<file path="src/inc/fan_pkg.sv">
// Constants, register map and state types for the fan control block
package fan_pkg;
  // ===================================================
  // Timing
  localparam int CLK_HZ = 40_000_000;
  // Tach sample rate: 1.35e6 counts per minute
  localparam int TACH_RATE_HZ = 22_500;
  localparam logic [10:0] TACH_TICK_CYCLES =
    11'((CLK_HZ + TACH_RATE_HZ / 2) / TACH_RATE_HZ);
  // Loop step unit and stop time unit
  localparam int STEP_UNIT_MS = 100;
  localparam int STEP_UNIT_CYCLES = CLK_HZ / 1000 * STEP_UNIT_MS;
  // Last PWM step; 255 steps per period
  localparam logic [7:0] PWM_LAST = 8'hfe;
  // ===================================================
  // Register indexes (byte address is four times the index)
  localparam logic [6:0] IDX_SYS_PWM_CLOCK = 7'h00;
  localparam logic [6:0] IDX_SYS_OUT_VALUE = 7'h01;
  localparam logic [6:0] IDX_CPU_PWM_CLOCK = 7'h02;
  localparam logic [6:0] IDX_CPU_OUT_VALUE = 7'h03;
  localparam logic [6:0] IDX_TYPE_SELECT = 7'h04;
  localparam logic [6:0] IDX_SYS_TARGET = 7'h05;
  localparam logic [6:0] IDX_CPU_TARGET = 7'h06;
  localparam logic [6:0] IDX_TOLERANCE = 7'h07;
  localparam logic [6:0] IDX_SYS_STOP_VALUE = 7'h08;
  localparam logic [6:0] IDX_CPU_STOP_VALUE = 7'h09;
  localparam logic [6:0] IDX_SYS_STARTUP = 7'h0a;
  localparam logic [6:0] IDX_CPU_STARTUP = 7'h0b;
  localparam logic [6:0] IDX_SYS_STOP_TIME = 7'h0c;
  localparam logic [6:0] IDX_CPU_STOP_TIME = 7'h0d;
  localparam logic [6:0] IDX_STEP_DOWN = 7'h0e;
  localparam logic [6:0] IDX_STEP_UP = 7'h0f;
  localparam logic [6:0] IDX_STOP_ENABLES = 7'h12;
  localparam logic [6:0] IDX_TACH_COUNT_A = 7'h28;
  localparam logic [6:0] IDX_TACH_COUNT_B = 7'h29;
  localparam logic [6:0] IDX_DIVISOR_LOW = 7'h47;
  localparam logic [6:0] IDX_CPU_TEMP_SRC = 7'h49;
  localparam logic [6:0] IDX_SYS_TEMP_SRC = 7'h4a;
  localparam logic [6:0] IDX_DIVISOR_HIGH = 7'h5d;
  localparam logic [6:0] IDX_LOOP_MODE = 7'h60;
  localparam logic [6:0] IDX_LOOP_STATUS = 7'h61;
  // ===================================================
  // Reset values
  localparam logic [7:0] RST_OUT_VALUE = 8'hff;
  localparam logic [7:0] RST_DIVISOR_LOW = 8'h50;
  localparam logic [7:0] RST_CPU_TEMP_SRC = 8'h01;
  localparam logic [7:0] RST_STEP_TIME = 8'h01;
  localparam logic [7:0] RST_TACH_COUNT = 8'hff;
  // ===================================================
  // Field positions
  localparam int DIV_LOW_LSB = 4;
  localparam int DIV_HIGH_LSB = 5;
  localparam int STOP_EN_SYS_BIT = 5;
  localparam int SYS_SRC_LSB = 5;
  localparam int CPU_SRC_LSB = 0;
  localparam logic [1:0] MODE_MANUAL = 2'b00;
  localparam logic [1:0] MODE_THERMAL = 2'b01;
  localparam logic [1:0] MODE_SPEED = 2'b10;
  // ===================================================
  // Types
  typedef enum logic [2:0] {
    ST_OFF = 3'b001,
    ST_RUN = 3'b010,
    ST_HOLD = 3'b100
  } loop_state_type;
  typedef struct packed {
    logic psel;
    logic penable;
    logic pwrite;
    logic [11:0] paddr;
    logic [31:0] pwdata;
  } apb_req_type;
  typedef struct packed {
    logic [31:0] prdata;
    logic pready;
    logic pslverr;
  } apb_rsp_type;
  typedef struct packed {
    logic [1:0] sync;
    logic tach_prev;
    logic [10:0] tick_cnt;
    logic [6:0] prescale;
    logic [7:0] run_cnt;
    logic [7:0] count;
    logic [7:0] pwm_div;
    logic [7:0] pwm_cnt;
    logic [7:0] duty;
    logic drive;
    logic [5:0] dc_level;
  } channel_state_type;
  typedef struct packed {
    logic [1:0][7:0] pwm_clock;
    logic [1:0][7:0] out_value;
    logic [1:0][7:0] target;
    logic [1:0][7:0] stop_value;
    logic [1:0][7:0] startup;
    logic [1:0][7:0] stop_time;
    logic [7:0] type_sel;
    logic [7:0] tolerance;
    logic [7:0] step_down;
    logic [7:0] step_up;
    logic [7:0] stop_en;
    logic [7:0] div_low;
    logic [7:0] div_high;
    logic [7:0] cpu_src;
    logic [7:0] sys_src;
    logic [3:0] mode;
    logic [1:0] warn;
    loop_state_type [1:0] loop_state;
    logic [1:0][7:0] step_timer;
    logic [1:0][7:0] hold_timer;
    logic [31:0] unit_cnt;
    logic [7:0] prdata;
    logic err;
  } core_state_type;
endpackage

</file>
<file path="src/core/fan_speed_control.sv">
// Two-fan tach measurement, drive generation and automatic loops
//
// Function
// - Tach counts of both fans readable at indexes 28h and 29h.
// - Count ticks scaled so rpm equals 1.35e6 over count times divisor.
// - Divisor codes from 47h bits 7-4 and 5Dh bits 6-5, default two.
// - Three-bit divisor code n selects divide by two to the n.
// - Two drive outputs; 04h bits 1-0 pick PWM or DC each.
// - PWM duty equals output value register over 255.
// - Both output value registers reset to FFh, full duty.
// - Carrier rate of each output set by sys_fan_pwm_clock or 02h.
// - DC type drives six-bit code, supply times code over 64.
// - DC level in upper six bits, default ones, low two reserved.
// - Automatic loops start from the value already held.
// - Each fan follows temperature source chosen by 4Ah or 49h.
// - Fan off below low end; starts at start-up value above it.
// - Above high end output rises; full scale and hot raises warning.
// - Inside the window the output holds.
// - Below low end fall to zero or enabled stop value.
// - Stop value held for stop time of 0Ch or 0Dh.
// - Speed loop raises output on high count, lowers on low count.
//
// Added by the designer: register access over APB.
`timescale 1ns/1ps
module fan_speed_control #(
  parameter int STEP_UNIT_CYCLES = fan_pkg::STEP_UNIT_CYCLES
) (
  input wire logic clk,
  input wire logic arst_n,
  input fan_pkg::apb_req_type apb_req,
  output fan_pkg::apb_rsp_type apb_rsp,
  input wire logic [7:0] system_temp_input,
  input wire logic [7:0] processor_temp_input,
  input wire logic system_fan_tach,
  input wire logic processor_fan_tach,
  output logic system_fan_drive,
  output logic processor_fan_drive,
  output logic [5:0] system_fan_dc_level,
  output logic [5:0] processor_fan_dc_level,
  output logic fan_full_warning
);
  fan_pkg::core_state_type s;
  fan_pkg::core_state_type n;
  logic [1:0][7:0] tach;
  logic [1:0] tach_pin;
  logic [1:0] drive;
  logic [1:0][5:0] dc_level;
  logic [1:0][2:0] div_code;
  logic [6:0] idx;
  logic mapped;
  logic [8:0] rd;
  logic wr_en;

  // ===================================================
  // Helpers
  function automatic logic [7:0] sat_inc(input logic [7:0] v);
    sat_inc = (v == 8'hff) ? v : v + 8'h01;
  endfunction

  function automatic logic [7:0] sat_dec(input logic [7:0] v);
    sat_dec = (v == 8'h00) ? v : v - 8'h01;
  endfunction

  // Window ends clamp rather than wrap
  function automatic logic [7:0] win_low(
    input logic [7:0] t,
    input logic [3:0] tol
  );
    win_low = (t > {4'h0, tol}) ? t - {4'h0, tol} : 8'h00;
  endfunction

  function automatic logic [7:0] win_high(
    input logic [7:0] t,
    input logic [3:0] tol
  );
    logic [8:0] sum;
    sum = {1'b0, t} + {5'h00, tol};
    win_high = sum[8] ? 8'hff : sum[7:0];
  endfunction

  // Source code zero is the system sensor, any other the processor
  function automatic logic [7:0] pick_temp(
    input logic [2:0] code,
    input logic [7:0] sys_t,
    input logic [7:0] cpu_t
  );
    pick_temp = (code == 3'h0) ? sys_t : cpu_t;
  endfunction

  // Read decode: hit flag and data
  function automatic logic [8:0] read_reg(
    input fan_pkg::core_state_type st,
    input logic [6:0] i,
    input logic [1:0][7:0] tc
  );
    case (i)
      fan_pkg::IDX_SYS_PWM_CLOCK: read_reg = {1'b1, st.pwm_clock[0]};
      fan_pkg::IDX_SYS_OUT_VALUE: read_reg = {1'b1, st.out_value[0]};
      fan_pkg::IDX_CPU_PWM_CLOCK: read_reg = {1'b1, st.pwm_clock[1]};
      fan_pkg::IDX_CPU_OUT_VALUE: read_reg = {1'b1, st.out_value[1]};
      fan_pkg::IDX_TYPE_SELECT: read_reg = {1'b1, st.type_sel};
      fan_pkg::IDX_SYS_TARGET: read_reg = {1'b1, st.target[0]};
      fan_pkg::IDX_CPU_TARGET: read_reg = {1'b1, st.target[1]};
      fan_pkg::IDX_TOLERANCE: read_reg = {1'b1, st.tolerance};
      fan_pkg::IDX_SYS_STOP_VALUE: read_reg = {1'b1, st.stop_value[0]};
      fan_pkg::IDX_CPU_STOP_VALUE: read_reg = {1'b1, st.stop_value[1]};
      fan_pkg::IDX_SYS_STARTUP: read_reg = {1'b1, st.startup[0]};
      fan_pkg::IDX_CPU_STARTUP: read_reg = {1'b1, st.startup[1]};
      fan_pkg::IDX_SYS_STOP_TIME: read_reg = {1'b1, st.stop_time[0]};
      fan_pkg::IDX_CPU_STOP_TIME: read_reg = {1'b1, st.stop_time[1]};
      fan_pkg::IDX_STEP_DOWN: read_reg = {1'b1, st.step_down};
      fan_pkg::IDX_STEP_UP: read_reg = {1'b1, st.step_up};
      fan_pkg::IDX_STOP_ENABLES: read_reg = {1'b1, st.stop_en};
      fan_pkg::IDX_TACH_COUNT_A: read_reg = {1'b1, tc[0]};
      fan_pkg::IDX_TACH_COUNT_B: read_reg = {1'b1, tc[1]};
      fan_pkg::IDX_DIVISOR_LOW: read_reg = {1'b1, st.div_low};
      fan_pkg::IDX_CPU_TEMP_SRC: read_reg = {1'b1, st.cpu_src};
      fan_pkg::IDX_SYS_TEMP_SRC: read_reg = {1'b1, st.sys_src};
      fan_pkg::IDX_DIVISOR_HIGH: read_reg = {1'b1, st.div_high};
      fan_pkg::IDX_LOOP_MODE: read_reg = {1'b1, 4'h0, st.mode};
      fan_pkg::IDX_LOOP_STATUS: read_reg = {1'b1, 6'h00, st.warn};
      default: read_reg = 9'h000;
    endcase
  endfunction

  // ===================================================
  // Bus decode
  assign idx = apb_req.paddr[8:2];
  assign mapped = (apb_req.paddr[1:0] == 2'h0)
                  && (apb_req.paddr[11:9] == 3'h0);
  assign rd = read_reg(s, idx, tach);
  // Zero wait states, so every access phase completes
  assign wr_en = apb_req.psel && apb_req.penable && apb_req.pwrite
                 && mapped && rd[8];

  // ===================================================
  // Next state: bus, loops and writes
  always_comb begin
    logic [7:0] temp;
    logic [7:0] lo;
    logic [7:0] hi;
    logic [7:0] floor_v;
    logic [7:0] out;
    logic [7:0] w;
    logic [1:0] mode;
    logic [1:0] warn_set;
    logic [1:0] warn_clr;
    logic tick;
    logic up_ok;
    logic dn_ok;
    logic stop_on;
    temp = 8'h00;
    lo = 8'h00;
    hi = 8'h00;
    floor_v = 8'h00;
    out = 8'h00;
    w = apb_req.pwdata[7:0];
    mode = fan_pkg::MODE_MANUAL;
    warn_set = 2'b00;
    warn_clr = 2'b00;
    up_ok = 1'b0;
    dn_ok = 1'b0;
    stop_on = 1'b0;
    tick = 1'b0;
    n = s;
    // Read data and error captured in the setup cycle
    if (apb_req.psel && !apb_req.penable) begin
      n.prdata = (mapped && rd[8]) ? rd[7:0] : 8'h00;
      n.err = !(mapped && rd[8]);
    end
    // Step unit divider
    tick = s.unit_cnt == 32'(STEP_UNIT_CYCLES - 1);
    n.unit_cnt = tick ? 32'h0 : s.unit_cnt + 32'h1;
    for (int f = 0; f < 2; f++) begin
      mode = s.mode[2 * f +: 2];
      temp = (f == 0)
        ? pick_temp(s.sys_src[fan_pkg::SYS_SRC_LSB +: 3],
                    system_temp_input, processor_temp_input)
        : pick_temp(s.cpu_src[fan_pkg::CPU_SRC_LSB +: 3],
                    system_temp_input, processor_temp_input);
      lo = win_low(s.target[f], s.tolerance[4 * f +: 4]);
      hi = win_high(s.target[f], s.tolerance[4 * f +: 4]);
      stop_on = s.stop_en[fan_pkg::STOP_EN_SYS_BIT - f];
      floor_v = stop_on ? s.stop_value[f] : 8'h00;
      // loops work on the value already held
      out = s.out_value[f];
      up_ok = s.step_timer[f] >= s.step_up;
      dn_ok = s.step_timer[f] >= s.step_down;
      if (mode == fan_pkg::MODE_MANUAL) begin
        n.loop_state[f] = fan_pkg::ST_RUN;
        n.step_timer[f] = 8'h00;
        n.hold_timer[f] = 8'h00;
      end else if (tick) begin
        n.step_timer[f] = sat_inc(s.step_timer[f]);
        if (mode == fan_pkg::MODE_SPEED) begin
          // count above window speeds up, below slows
          if (tach[f] > hi && up_ok) begin
            out = sat_inc(out);
            n.step_timer[f] = 8'h00;
          end else if (tach[f] < lo && dn_ok) begin
            out = sat_dec(out);
            n.step_timer[f] = 8'h00;
          end
        end else begin
          case (s.loop_state[f])
            fan_pkg::ST_OFF: begin
              // off until above the low end
              if (temp > lo) begin
                out = s.startup[f];
                n.loop_state[f] = fan_pkg::ST_RUN;
              end else begin
                out = 8'h00;
              end
            end
            fan_pkg::ST_RUN: begin
              if (temp > hi) begin
                // ramp up, warn at full scale
                if (out == 8'hff) begin
                  warn_set[f] = 1'b1;
                end else if (up_ok) begin
                  out = sat_inc(out);
                  n.step_timer[f] = 8'h00;
                end
              end else if (temp < lo) begin
                // ramp down to zero or stop value
                if (out <= floor_v) begin
                  out = floor_v;
                  if (stop_on) begin
                    n.hold_timer[f] = s.stop_time[f];
                    n.loop_state[f] = fan_pkg::ST_HOLD;
                  end else begin
                    n.loop_state[f] = fan_pkg::ST_OFF;
                  end
                end else if (dn_ok) begin
                  out = sat_dec(out);
                  n.step_timer[f] = 8'h00;
                end
              end
            end
            fan_pkg::ST_HOLD: begin
              // stay at stop value for the stop time
              if (temp > lo) begin
                n.loop_state[f] = fan_pkg::ST_RUN;
              end else if (s.hold_timer[f] == 8'h00) begin
                out = 8'h00;
                n.loop_state[f] = fan_pkg::ST_OFF;
              end else begin
                n.hold_timer[f] = s.hold_timer[f] - 8'h01;
              end
            end
            default: begin
              n.loop_state[f] = fan_pkg::ST_RUN;
            end
          endcase
        end
      end
      n.out_value[f] = out;
    end
    // Software writes; an output value write beats the loop
    if (wr_en) begin
      case (idx)
        fan_pkg::IDX_SYS_PWM_CLOCK: n.pwm_clock[0] = w;
        fan_pkg::IDX_SYS_OUT_VALUE: n.out_value[0] = w;
        fan_pkg::IDX_CPU_PWM_CLOCK: n.pwm_clock[1] = w;
        fan_pkg::IDX_CPU_OUT_VALUE: n.out_value[1] = w;
        fan_pkg::IDX_TYPE_SELECT: n.type_sel = w;
        fan_pkg::IDX_SYS_TARGET: n.target[0] = w;
        fan_pkg::IDX_CPU_TARGET: n.target[1] = w;
        fan_pkg::IDX_TOLERANCE: n.tolerance = w;
        fan_pkg::IDX_SYS_STOP_VALUE: n.stop_value[0] = w;
        fan_pkg::IDX_CPU_STOP_VALUE: n.stop_value[1] = w;
        fan_pkg::IDX_SYS_STARTUP: n.startup[0] = w;
        fan_pkg::IDX_CPU_STARTUP: n.startup[1] = w;
        fan_pkg::IDX_SYS_STOP_TIME: n.stop_time[0] = w;
        fan_pkg::IDX_CPU_STOP_TIME: n.stop_time[1] = w;
        fan_pkg::IDX_STEP_DOWN: n.step_down = w;
        fan_pkg::IDX_STEP_UP: n.step_up = w;
        fan_pkg::IDX_STOP_ENABLES: n.stop_en = w;
        fan_pkg::IDX_DIVISOR_LOW: n.div_low = w;
        fan_pkg::IDX_CPU_TEMP_SRC: n.cpu_src = w;
        fan_pkg::IDX_SYS_TEMP_SRC: n.sys_src = w;
        fan_pkg::IDX_DIVISOR_HIGH: n.div_high = w;
        fan_pkg::IDX_LOOP_MODE: n.mode = w[3:0];
        fan_pkg::IDX_LOOP_STATUS: warn_clr = w[1:0];
        default: begin
        end
      endcase
    end
    // Write-one clears; a warning in the same cycle survives
    n.warn = (s.warn & ~warn_clr) | warn_set;
  end

  // ===================================================
  // State register
  always_ff @(posedge clk or negedge arst_n) begin
    if (!arst_n) begin
      s <= '0;
      s.out_value <= {2{fan_pkg::RST_OUT_VALUE}};
      s.div_low <= fan_pkg::RST_DIVISOR_LOW;
      s.cpu_src <= fan_pkg::RST_CPU_TEMP_SRC;
      s.step_up <= fan_pkg::RST_STEP_TIME;
      s.step_down <= fan_pkg::RST_STEP_TIME;
      s.loop_state[0] <= fan_pkg::ST_RUN;
      s.loop_state[1] <= fan_pkg::ST_RUN;
    end else begin
      s <= n;
    end
  end

  // ===================================================
  // Channels
  assign tach_pin = {processor_fan_tach, system_fan_tach};
  assign div_code[0] = {s.div_high[fan_pkg::DIV_HIGH_LSB],
                        s.div_low[fan_pkg::DIV_LOW_LSB +: 2]};
  assign div_code[1] = {s.div_high[fan_pkg::DIV_HIGH_LSB + 1],
                        s.div_low[fan_pkg::DIV_LOW_LSB + 2 +: 2]};

  for (genvar g = 0; g < 2; g++) begin : gen_ch
    // type bit per output, set means DC
    fan_channel u_ch (
      .clk(clk),
      .arst_n(arst_n),
      .tach_pin(tach_pin[g]),
      .div_code(div_code[g]),
      .pwm_clock(s.pwm_clock[g]),
      .value(s.out_value[g]),
      .dc_mode(s.type_sel[g]),
      .drive(drive[g]),
      .dc_level(dc_level[g]),
      .tach_count(tach[g])
    );
  end

  // Outputs
  assign system_fan_drive = drive[0];
  assign processor_fan_drive = drive[1];
  assign system_fan_dc_level = dc_level[0];
  assign processor_fan_dc_level = dc_level[1];
  assign fan_full_warning = |s.warn;
  assign apb_rsp.prdata = {24'h000000, s.prdata};
  assign apb_rsp.pready = 1'b1;
  assign apb_rsp.pslverr = s.err && apb_req.psel && apb_req.penable;
endmodule

</file>
<file path="src/core/fan_channel.sv">
// One fan channel: tach period counter and PWM / DC drive generator
`timescale 1ns/1ps
module fan_channel (
  input wire logic clk,
  input wire logic arst_n,
  input wire logic tach_pin,
  input wire logic [2:0] div_code,
  input wire logic [7:0] pwm_clock,
  input wire logic [7:0] value,
  input wire logic dc_mode,
  output logic drive,
  output logic [5:0] dc_level,
  output logic [7:0] tach_count
);
  fan_pkg::channel_state_type s;
  fan_pkg::channel_state_type n;
  logic rate_tick;
  logic count_tick;
  logic pwm_step;

  // Prescale mask for a divide ratio of two to the power code
  function automatic logic [6:0] div_mask(input logic [2:0] code);
    div_mask = 7'((8'h01 << code) - 8'h01);
  endfunction

  // ===================================================
  // Next state
  always_comb begin
    n = s;
    // Two-stage synchroniser on the tach pin
    n.sync = {s.sync[0], tach_pin};
    n.tach_prev = s.sync[1];
    rate_tick = s.tick_cnt == fan_pkg::TACH_TICK_CYCLES - 11'h001;
    n.tick_cnt = rate_tick ? 11'h000 : s.tick_cnt + 11'h001;
    count_tick = rate_tick && (s.prescale >= div_mask(div_code));
    if (rate_tick) begin
      n.prescale = count_tick ? 7'h00 : s.prescale + 7'h01;
    end
    // count divided ticks between rising tach edges
    if (s.sync[1] && !s.tach_prev) begin
      n.count = s.run_cnt;
      // A tick on the edge cycle goes to the new period, never lost
      n.run_cnt = count_tick ? 8'h01 : 8'h00;
    end else if (count_tick) begin
      if (s.run_cnt == 8'hff) begin
        n.count = 8'hff;
      end else begin
        n.run_cnt = s.run_cnt + 8'h01;
      end
    end
    // carrier rate set by the clock register
    pwm_step = s.pwm_div >= pwm_clock;
    n.pwm_div = pwm_step ? 8'h00 : s.pwm_div + 8'h01;
    if (pwm_step) begin
      if (s.pwm_cnt == fan_pkg::PWM_LAST) begin
        n.pwm_cnt = 8'h00;
        // new value only at a period edge
        n.duty = value;
      end else begin
        n.pwm_cnt = s.pwm_cnt + 8'h01;
      end
    end
    n.drive = !dc_mode && (n.pwm_cnt < n.duty);
    // six-bit converter code, low bits ignored
    n.dc_level = dc_mode ? n.duty[7:2] : 6'h00;
  end

  // State register; duty starts full
  always_ff @(posedge clk or negedge arst_n) begin
    if (!arst_n) begin
      s <= '0;
      // Idle tach line is pulled high; no false edge after reset
      s.sync <= 2'b11;
      s.tach_prev <= 1'b1;
      s.count <= fan_pkg::RST_TACH_COUNT;
      s.duty <= fan_pkg::RST_OUT_VALUE;
      s.drive <= 1'b1;
    end else begin
      s <= n;
    end
  end

  assign drive = s.drive;
  assign dc_level = s.dc_level;
  assign tach_count = s.count;
endmodule

</file>
<file path="config.mk">
export PLATFORM = sky130hd
export DESIGN_NAME = fan_speed_control
export DESIGN_NICKNAME = d
export VERILOG_FILES = /design/src/inc/fan_pkg.sv /design/src/core/fan_speed_control.sv /design/src/core/fan_channel.sv
export SDC_FILE = /design/constraint.sdc
export NUM_CORES = 1
export LEC_CHECK = 0
export BUFFER_PORTS_ARGS = -buffer_cell sky130_fd_sc_hd__buf_2
export CAP_MARGIN = 20
export CELL_PAD_IN_SITES_DETAIL_PLACEMENT = 0
export CELL_PAD_IN_SITES_GLOBAL_PLACEMENT = 1
export CORE_MARGIN = 8
export CORE_UTILIZATION = 44
export DETAILED_ROUTE_END_ITERATION = 12
export GPL_TIMING_DRIVEN = 0
export PLACE_DENSITY_LB_ADDON = 0.1
export SETUP_SLACK_MARGIN = 0.1
export SYNTH_ARGS = -nofsm -noshare
export SYNTH_HDL_FRONTEND = slang
export SYNTH_SLANG_ARGS = --single-unit
export TNS_END_PERCENT = 50
</file>
<file path="constraint.sdc">
create_clock -name clk -period 3.6 [get_ports clk]
set_input_delay 0.18 -clock clk [delete_from_list [all_inputs] [get_ports clk]]
set_output_delay 0.18 -clock clk [all_outputs]
set_load 0.02 [all_outputs]
</file>
After elaboration in Yosys (flattened, before gate mapping)

Index checks and enable logic that the tools add are counted.

Add/subtract/negate cells: 25
$mul: 0
Divide/modulo/power cells: 0
$lt $le $gt $ge: 24
Equality and inequality tests: 63
Shift operators: 2
Mux-type cells: 172
Bitwise operators: 3
Reduce and logical (&&, ||, !) cells: 73

Operator list:

| kind                    | number |
|---|---|
| $mux W8                 | 114 |
| $pmux W9 S25            | 1 |
| $mux W156               | 1 |
| $mux W16                | 6 |
| $add A8 B1 Y8 const B   | 10 |
| $eq A8 B8 Y1 const B    | 8 |
| $mux W3                 | 20 |
| $eq A7 B4 Y1 const B    | 8 |
| $ge A8 B8 Y1            | 6 |
| $gt A8 B8 Y1            | 6 |
| $lt A8 B8 Y1            | 6 |
| $pmux W8 S3             | 2 |
| $reduce_and A2 Y1       | 24 |
| $eq A7 B7 Y1 const B    | 6 |
| $ne A3 B3 Y1 const B    | 14 |
| $add A32 B1 Y32 const B | 1 |
| $eq A32 B22 Y1 const B  | 1 |
| $logic_not A8 Y1        | 4 |
| $mux W32                | 1 |
| $pmux W8 S2             | 2 |
| $sub A8 B1 Y8 const B   | 4 |
| $eq A7 B3 Y1 const B    | 4 |
| $add A11 B1 Y11 const B | 2 |
| $eq A11 B11 Y1 const B  | 2 |
| 39 further kinds        | 109 |

Register bits: 389
Latch bits: 0
Bits in writable memories: 0
Memory bits (read-only): 0
Word-level logic and storage cells: 416
Memories kept: 0

Logic depth before layout (Yosys ltp)

Depth after elaboration: 12
Mapped depth: 22
Mapped depth without buffers: 20

Cells and area by module

From an unflattened synthesis, not the netlist that was laid out.

Cell total of the unflattened synthesis: 2805
Area total of the unflattened synthesis: 26160.1 um^2

By module, submodules not included:

| module            | times used | cells each | area an instance (um^2) | seq. area each (um^2) |
|---|---|---|---|---|
| fan_speed_control | 1          | 2055       | 18702.9                 | 6359.8 |
| fan_channel       | 2          | 375        | 3728.6                  | 1726.7 |

Least setup slack after synthesis

No wires, ideal clock.

Path kind: register -> register
Start: reg s[141] (netlist name)
End: reg s[41] (netlist name)
Setup time: 104 ps
Data arrival time: 3860 ps
Required time: 3496 ps
Setup slack: -364 ps
Stages on the path, launching flop included: 19
Period minus slack after synthesis: 3964 ps
Path through: dfrtp_1 ha_1 fa_1 nand2b_1 a21oi_1 nand2_1 nand2_1 nand3_1 ha_1 a21o_1 a221oi_1 o21ai_1 o21ai_1 and2_1 nand2_1 a21oi_2 buf_2 o21ai_0 a221oi_1

Cells in the longest elaborated chain, start to end: 5
Elaborated cells on any way between the ends: 12
Those cells by class: add/sub: 2; order compare: 4; eq/ne: 3; mux: 2; reduce/logical: 1

RTL lines:

| what                                  | line                                             | text |
|---|---|---|
| start, declared                       | fan_speed_control.sv:42                          | `fan_pkg::core_state_type s;` |
| start signal, assigned                | fan_speed_control.sv:306                         | `s <= n;` |
| $sub A8 B4 Y8 (tied with other cells) | fan_speed_control.sv:69                          | `win_low = (t > {4'h0, tol}) ? t - {4'h0, tol} : 8'h00;` |
| $mux W8 (on tied branches)            | fan_speed_control.sv:69, fan_speed_control.sv:78 |  |
| $gt A8 B8 Y1 (tied with other cells)  | fan_speed_control.sv:242                         | `if (temp > lo) begin` |
| $ne A3 B3 Y1 (no line)                | -                                                |  |
| $reduce_and A9 Y1 (no line) *         | -                                                |  |

Every way passes the cells marked *; elsewhere a longest branch is shown, timed or not.
A chain may end at the register's enable or synchronous reset.

Worst setup path in the final report

Start: reg s[145] (netlist name)
End: reg s[69] (netlist name)

Cells in the longest elaborated chain, start to end: 9
Elaborated cells on any way between the ends: 19
Those cells by class: add/sub: 2; order compare: 5; mux: 10; reduce/logical: 2

RTL lines:

| what                                           | line                                               | text |
|---|---|---|
| $sub A8 B4 Y8 or $gt A8 B4 Y1 (tied branches)  | fan_speed_control.sv:69                            |  |
| $mux W8                                        | fan_speed_control.sv:69                            |  |
| $lt A8 B8 Y1 (on tied branches)                | fan_speed_control.sv:224, fan_speed_control.sv:200 |  |
| $mux W8 or $logic_and A1 B1 Y1 (tied branches) | fan_speed_control.sv:224, fan_speed_control.sv:200 |  |
| $mux W8 (on tied branches)                     | fan_speed_control.sv:216, fan_speed_control.sv:200 |  |
| $mux W8 (on tied branches)                     | fan_speed_control.sv:205, fan_speed_control.sv:197 |  |
| $mux W8 *                                      | fan_speed_control.sv:195                           | `if (mode == fan_pkg::MODE_SPEED) begin` |
| $mux W8 *                                      | fan_speed_control.sv:193                           | `end else if (tick) begin` |
| $mux W8 *                                      | fan_speed_control.sv:189                           | `if (mode == fan_pkg::MODE_MANUAL) begin` |

Every way passes the cells marked *; elsewhere a longest branch is shown, timed or not. The select of a mux whose other input is x is not followed.

==> metrics.md <==
| Metric | Value |
|---|---|
| Pin count of the biggest net entering global routing | between 100 and 150 |
| CTS tree | yes |
| Post-synth ARST share | 100% |
| Top FF cell, synth | dfrtp_1 |
| Root Buffer | clkbuf_16 |
| Pre-antenna DRT Iters | 6 |
| Unrepaired setup endpoints after global routing | true |
| Gp weighted congestion | around 0.98 |
| Final Hold Viols | 0 |
| EDFF count, synth | 0 |
| Core area | a little under 0.06 mm2 |
| Total negative slack | -19.31 ns |
| Data arrival, critical path | around 4.6 ns |
| Vias in the first global route | 23100 |
| Seq/Total Area, Yosys | a little under two fifths |
| WS Path Type | flop to flop |
| Synth area leader | dfrtp_1 |
| Nets@finish | ~3300 |
| Leak Pwr | between 10 and 15 nW |
| Synth area leaders | dfrtp_1, ha_1, dfstp_2 |
| Synthesis Warnings | 0 |
| Fin crit share | 113% |
| Worst Hold Class | input port to flop |
| Fin Hold WS | between 0.06 and 0.07 ns |
| CP max FO | 5 |
| Highest clock rate | around 0.25 GHz |
| Min Tclk post-route | 4.08 ns |
| FP Rows | a little under 90 |
| Die Y | 258 um |
| Clock transition at path regs | roughly 0.060 ns |
| Syn avg cell area | about 9.3 um2 |
| Tot GR Track Use | between 20 and 30% |
| PD cells | 321 mW/mm2 |
| Worst-case clock buffer depth | 3 |
| Final WL | just over 90 mm |
| Layout Skew | approximately 0.022 ns |
| Initial antenna violation count | 4 |
| Clk sink count | 389 |
| Area grow syn2layout | 23.3% |
| Layout cell share with drive strength beyond 1 | 25.5% |
| IO Count | roughly 120 |
| Synth cell types | 94 |
| I/O Buffers | 63 |
| Clock latency on the worst-skew pair | between 0.6 and 0.7 ns |
| Vias | around 24000 |
| Relative slew margins | a little under an eighth |
| Hpwl dp | slightly below 70 mm |
| Least-Margin Pin Slew | 1.31 ns |
| Wirelength per Cell | approximately 24 um |
| WP data required | approximately 4.1 ns |
| H-Tree Depth | 2 |
| DP Worst Slack | -1.43 ns |
| First-pass GRT wire length | between 100 and 150 mm |
| Peak VDD IR | roughly 0.38 mV |
| CTS Buf Count | 47 |
| Top-count cell post-synth | dfrtp_1 |
| Status | finished with violations |
| Flops & latches, synth | between 300 and 400 |
| Total of max-cap violations | 0 |
| Drc violations | 0 |
| Failing checks | negative setup slack |
| Die area | ~0.067 mm2 |
| Crit. End Element | flop |
| Starting Density | 44.1% |
| Overflow after GRT | 0 |
| Setup violators final | 54 |
| Die X-Extent | approximately 260 um |
| Max-slew violations | 0 |
| Most common library cells after synthesis | dfrtp_1, nor2_1, nand2_1 |
| DRT iter0 DRCs | about 2100 |
| Antenna-violating nets left | 0 |
| Syn Inst Count | around 2800 |
| Post-Syn Area | between 0.02 and 0.03 mm2 |
| Post-layout worst setup margin | -0.479 ns |
| Vias per cell | 6.11 |
| Synth top area share | 31.6% |
| Setup crit start kind | flop |
power breakdown:
group	total, mW	internal (mW)	leakage [nW]	switching [mW]
Clock	5.03	3.03	0.809	2.00
Sequential	4.46	4.42	4.92	0.0410
Combinational	0.739	0.267	8.58	0.472
Total	10.2	7.71	14.3	2.52
placed cells by master, fill, tap and decap left out, drive strengths merged, types with 48 or more instances in the layout:
master / instances
clkbuf: 149
xor2: 48
mux2: 134
dfstp: 63
nand3: 102
a21oi: 141
buf: 264
o21ai: 182
inv: 117
ha: 198
nand2: 245
xnor2: 52
nor3: 80
nand4: 50
dfrtp: 326
nor2: 247
per-layer routing:
layer / up-vias / GRT usage (%) / routed length, um
met5: - / 0 / 16
li1: 10700 / - / -
met1: 11700 / 36.0 / 39900
met2: 934 / 43.1 / 42300
met4: 2 / 12.2 / 4910
met3: 286 / 4.35 / 6180
flip-flops by register name, indices dropped and copies added, names as in the netlist:
signal and count:
gen_ch.u_ch.drive 2, s 239, gen_ch.u_ch.s 102, gen_ch.u_ch.n 4, div_code 6, gen_ch.u_ch.tach_count 16, gen_ch.u_ch.dc_level 12, apb_rsp 8
area by class of cell:
class                      instances  area, um2
buffer                           152        876
antenna                            3       7.51
tap                              773        967
timing repair buffer             197       1590
fill                            5376      26700
clock buffer                      73       1430
inverter                         117        439
multi-input combinational       2146      16500
sequential                       389       9830
clock inverter                    15        229
worst paths after layout:
| kind | to | cells past startpoint | slack (ns) | startpoint |
|---|---|---|---|---|
| setup reg to reg | s[69]$_DFFE_PN0P_ | 20 | -0.48 | s[145]$_DFFE_PN0P_ |
| min in group asynchronous | gen_ch[1].u_ch.dc_level[1]$_DFF_PN0_ | 2 | 0.18 | arst_n |
| hold reg to reg | gen_ch[1].u_ch.n[65]$_DFF_PN1_ | 0 | 0.36 | gen_ch[1].u_ch.n[67]$_DFF_PN1_ |
| hold / removal | s[125]$_DFFE_PN1P_ | 2 | 0.07 | apb_req[0] |
| setup / recovery | s[69]$_DFFE_PN0P_ | 20 | -0.48 | s[145]$_DFFE_PN0P_ |
| max in group asynchronous | gen_ch[0].u_ch.s[16]$_DFF_PN0_ | 4 | 1.85 | arst_n |
what timing repair did:
item	in CTS	in global routing
hold endpoints to repair	90	0
buffers inserted	77	36
gates resized for setup	240	116
hold buffers	9	0
endpoints found under the setup margin	58	66
pin swaps	107	109
gates cloned	1	3
critical path: stages (launching register included):
cell      delay [ns]
dfrtp_2         0.46
ha_4            0.18
fa_2            0.36
a21oi_2         0.15
nor2_2          0.06
nor2_4          0.18
nand2_1         0.10
mux2i_2         0.22
buf_4           0.14
buf_4           0.10
ha_4            0.20
nand2_1         0.07
nor2_1          0.05
a211oi_2        0.27
and3b_2         0.30
or2_4           0.20
nand2_4         0.10
a211oi_4        0.40
buf_6           0.19
a41oi_2         0.11
a21oi_1         0.13
stage by stage:
step | instance area (um2) | utilization (%) | instances | power [mW]
final | 31900 | 54.4 | 3865 | 10.2
after global routing | 31800 | 54.4 | 3862 | 10.6
after CTS | 31000 | 53.0 | 3824 | 10.3
after detailed placement | 27600 | 47.1 | 3652 | 5.13
after global placement | 27400 | 46.8 | 3644 | 5.10
after floorplan | 26100 | - | 2808 | 4.83
kinds of logic (layout without fill, tap and decap cells):
| kind of cell | count (synthesis) | in the layout | share of synthesized area [%] |
|---|---|---|---|
| and+or+nand+nor | 954 | 954 | 18.4 |
| AOI/OAI and AO/OA | 699 | 699 | 18.1 |
| DFF | 389 | 389 | 38.0 |
| buffers and inverters | 273 | 554 | 4.82 |
| adders and majority gates | 202 | 202 | 9.90 |
| muxes | 166 | 166 | 7.31 |
| xor gates and xnor gates | 100 | 100 | 3.39 |
| other | 2 | 28 | 0.0291 |
Power figures use the tool's default switching activity.
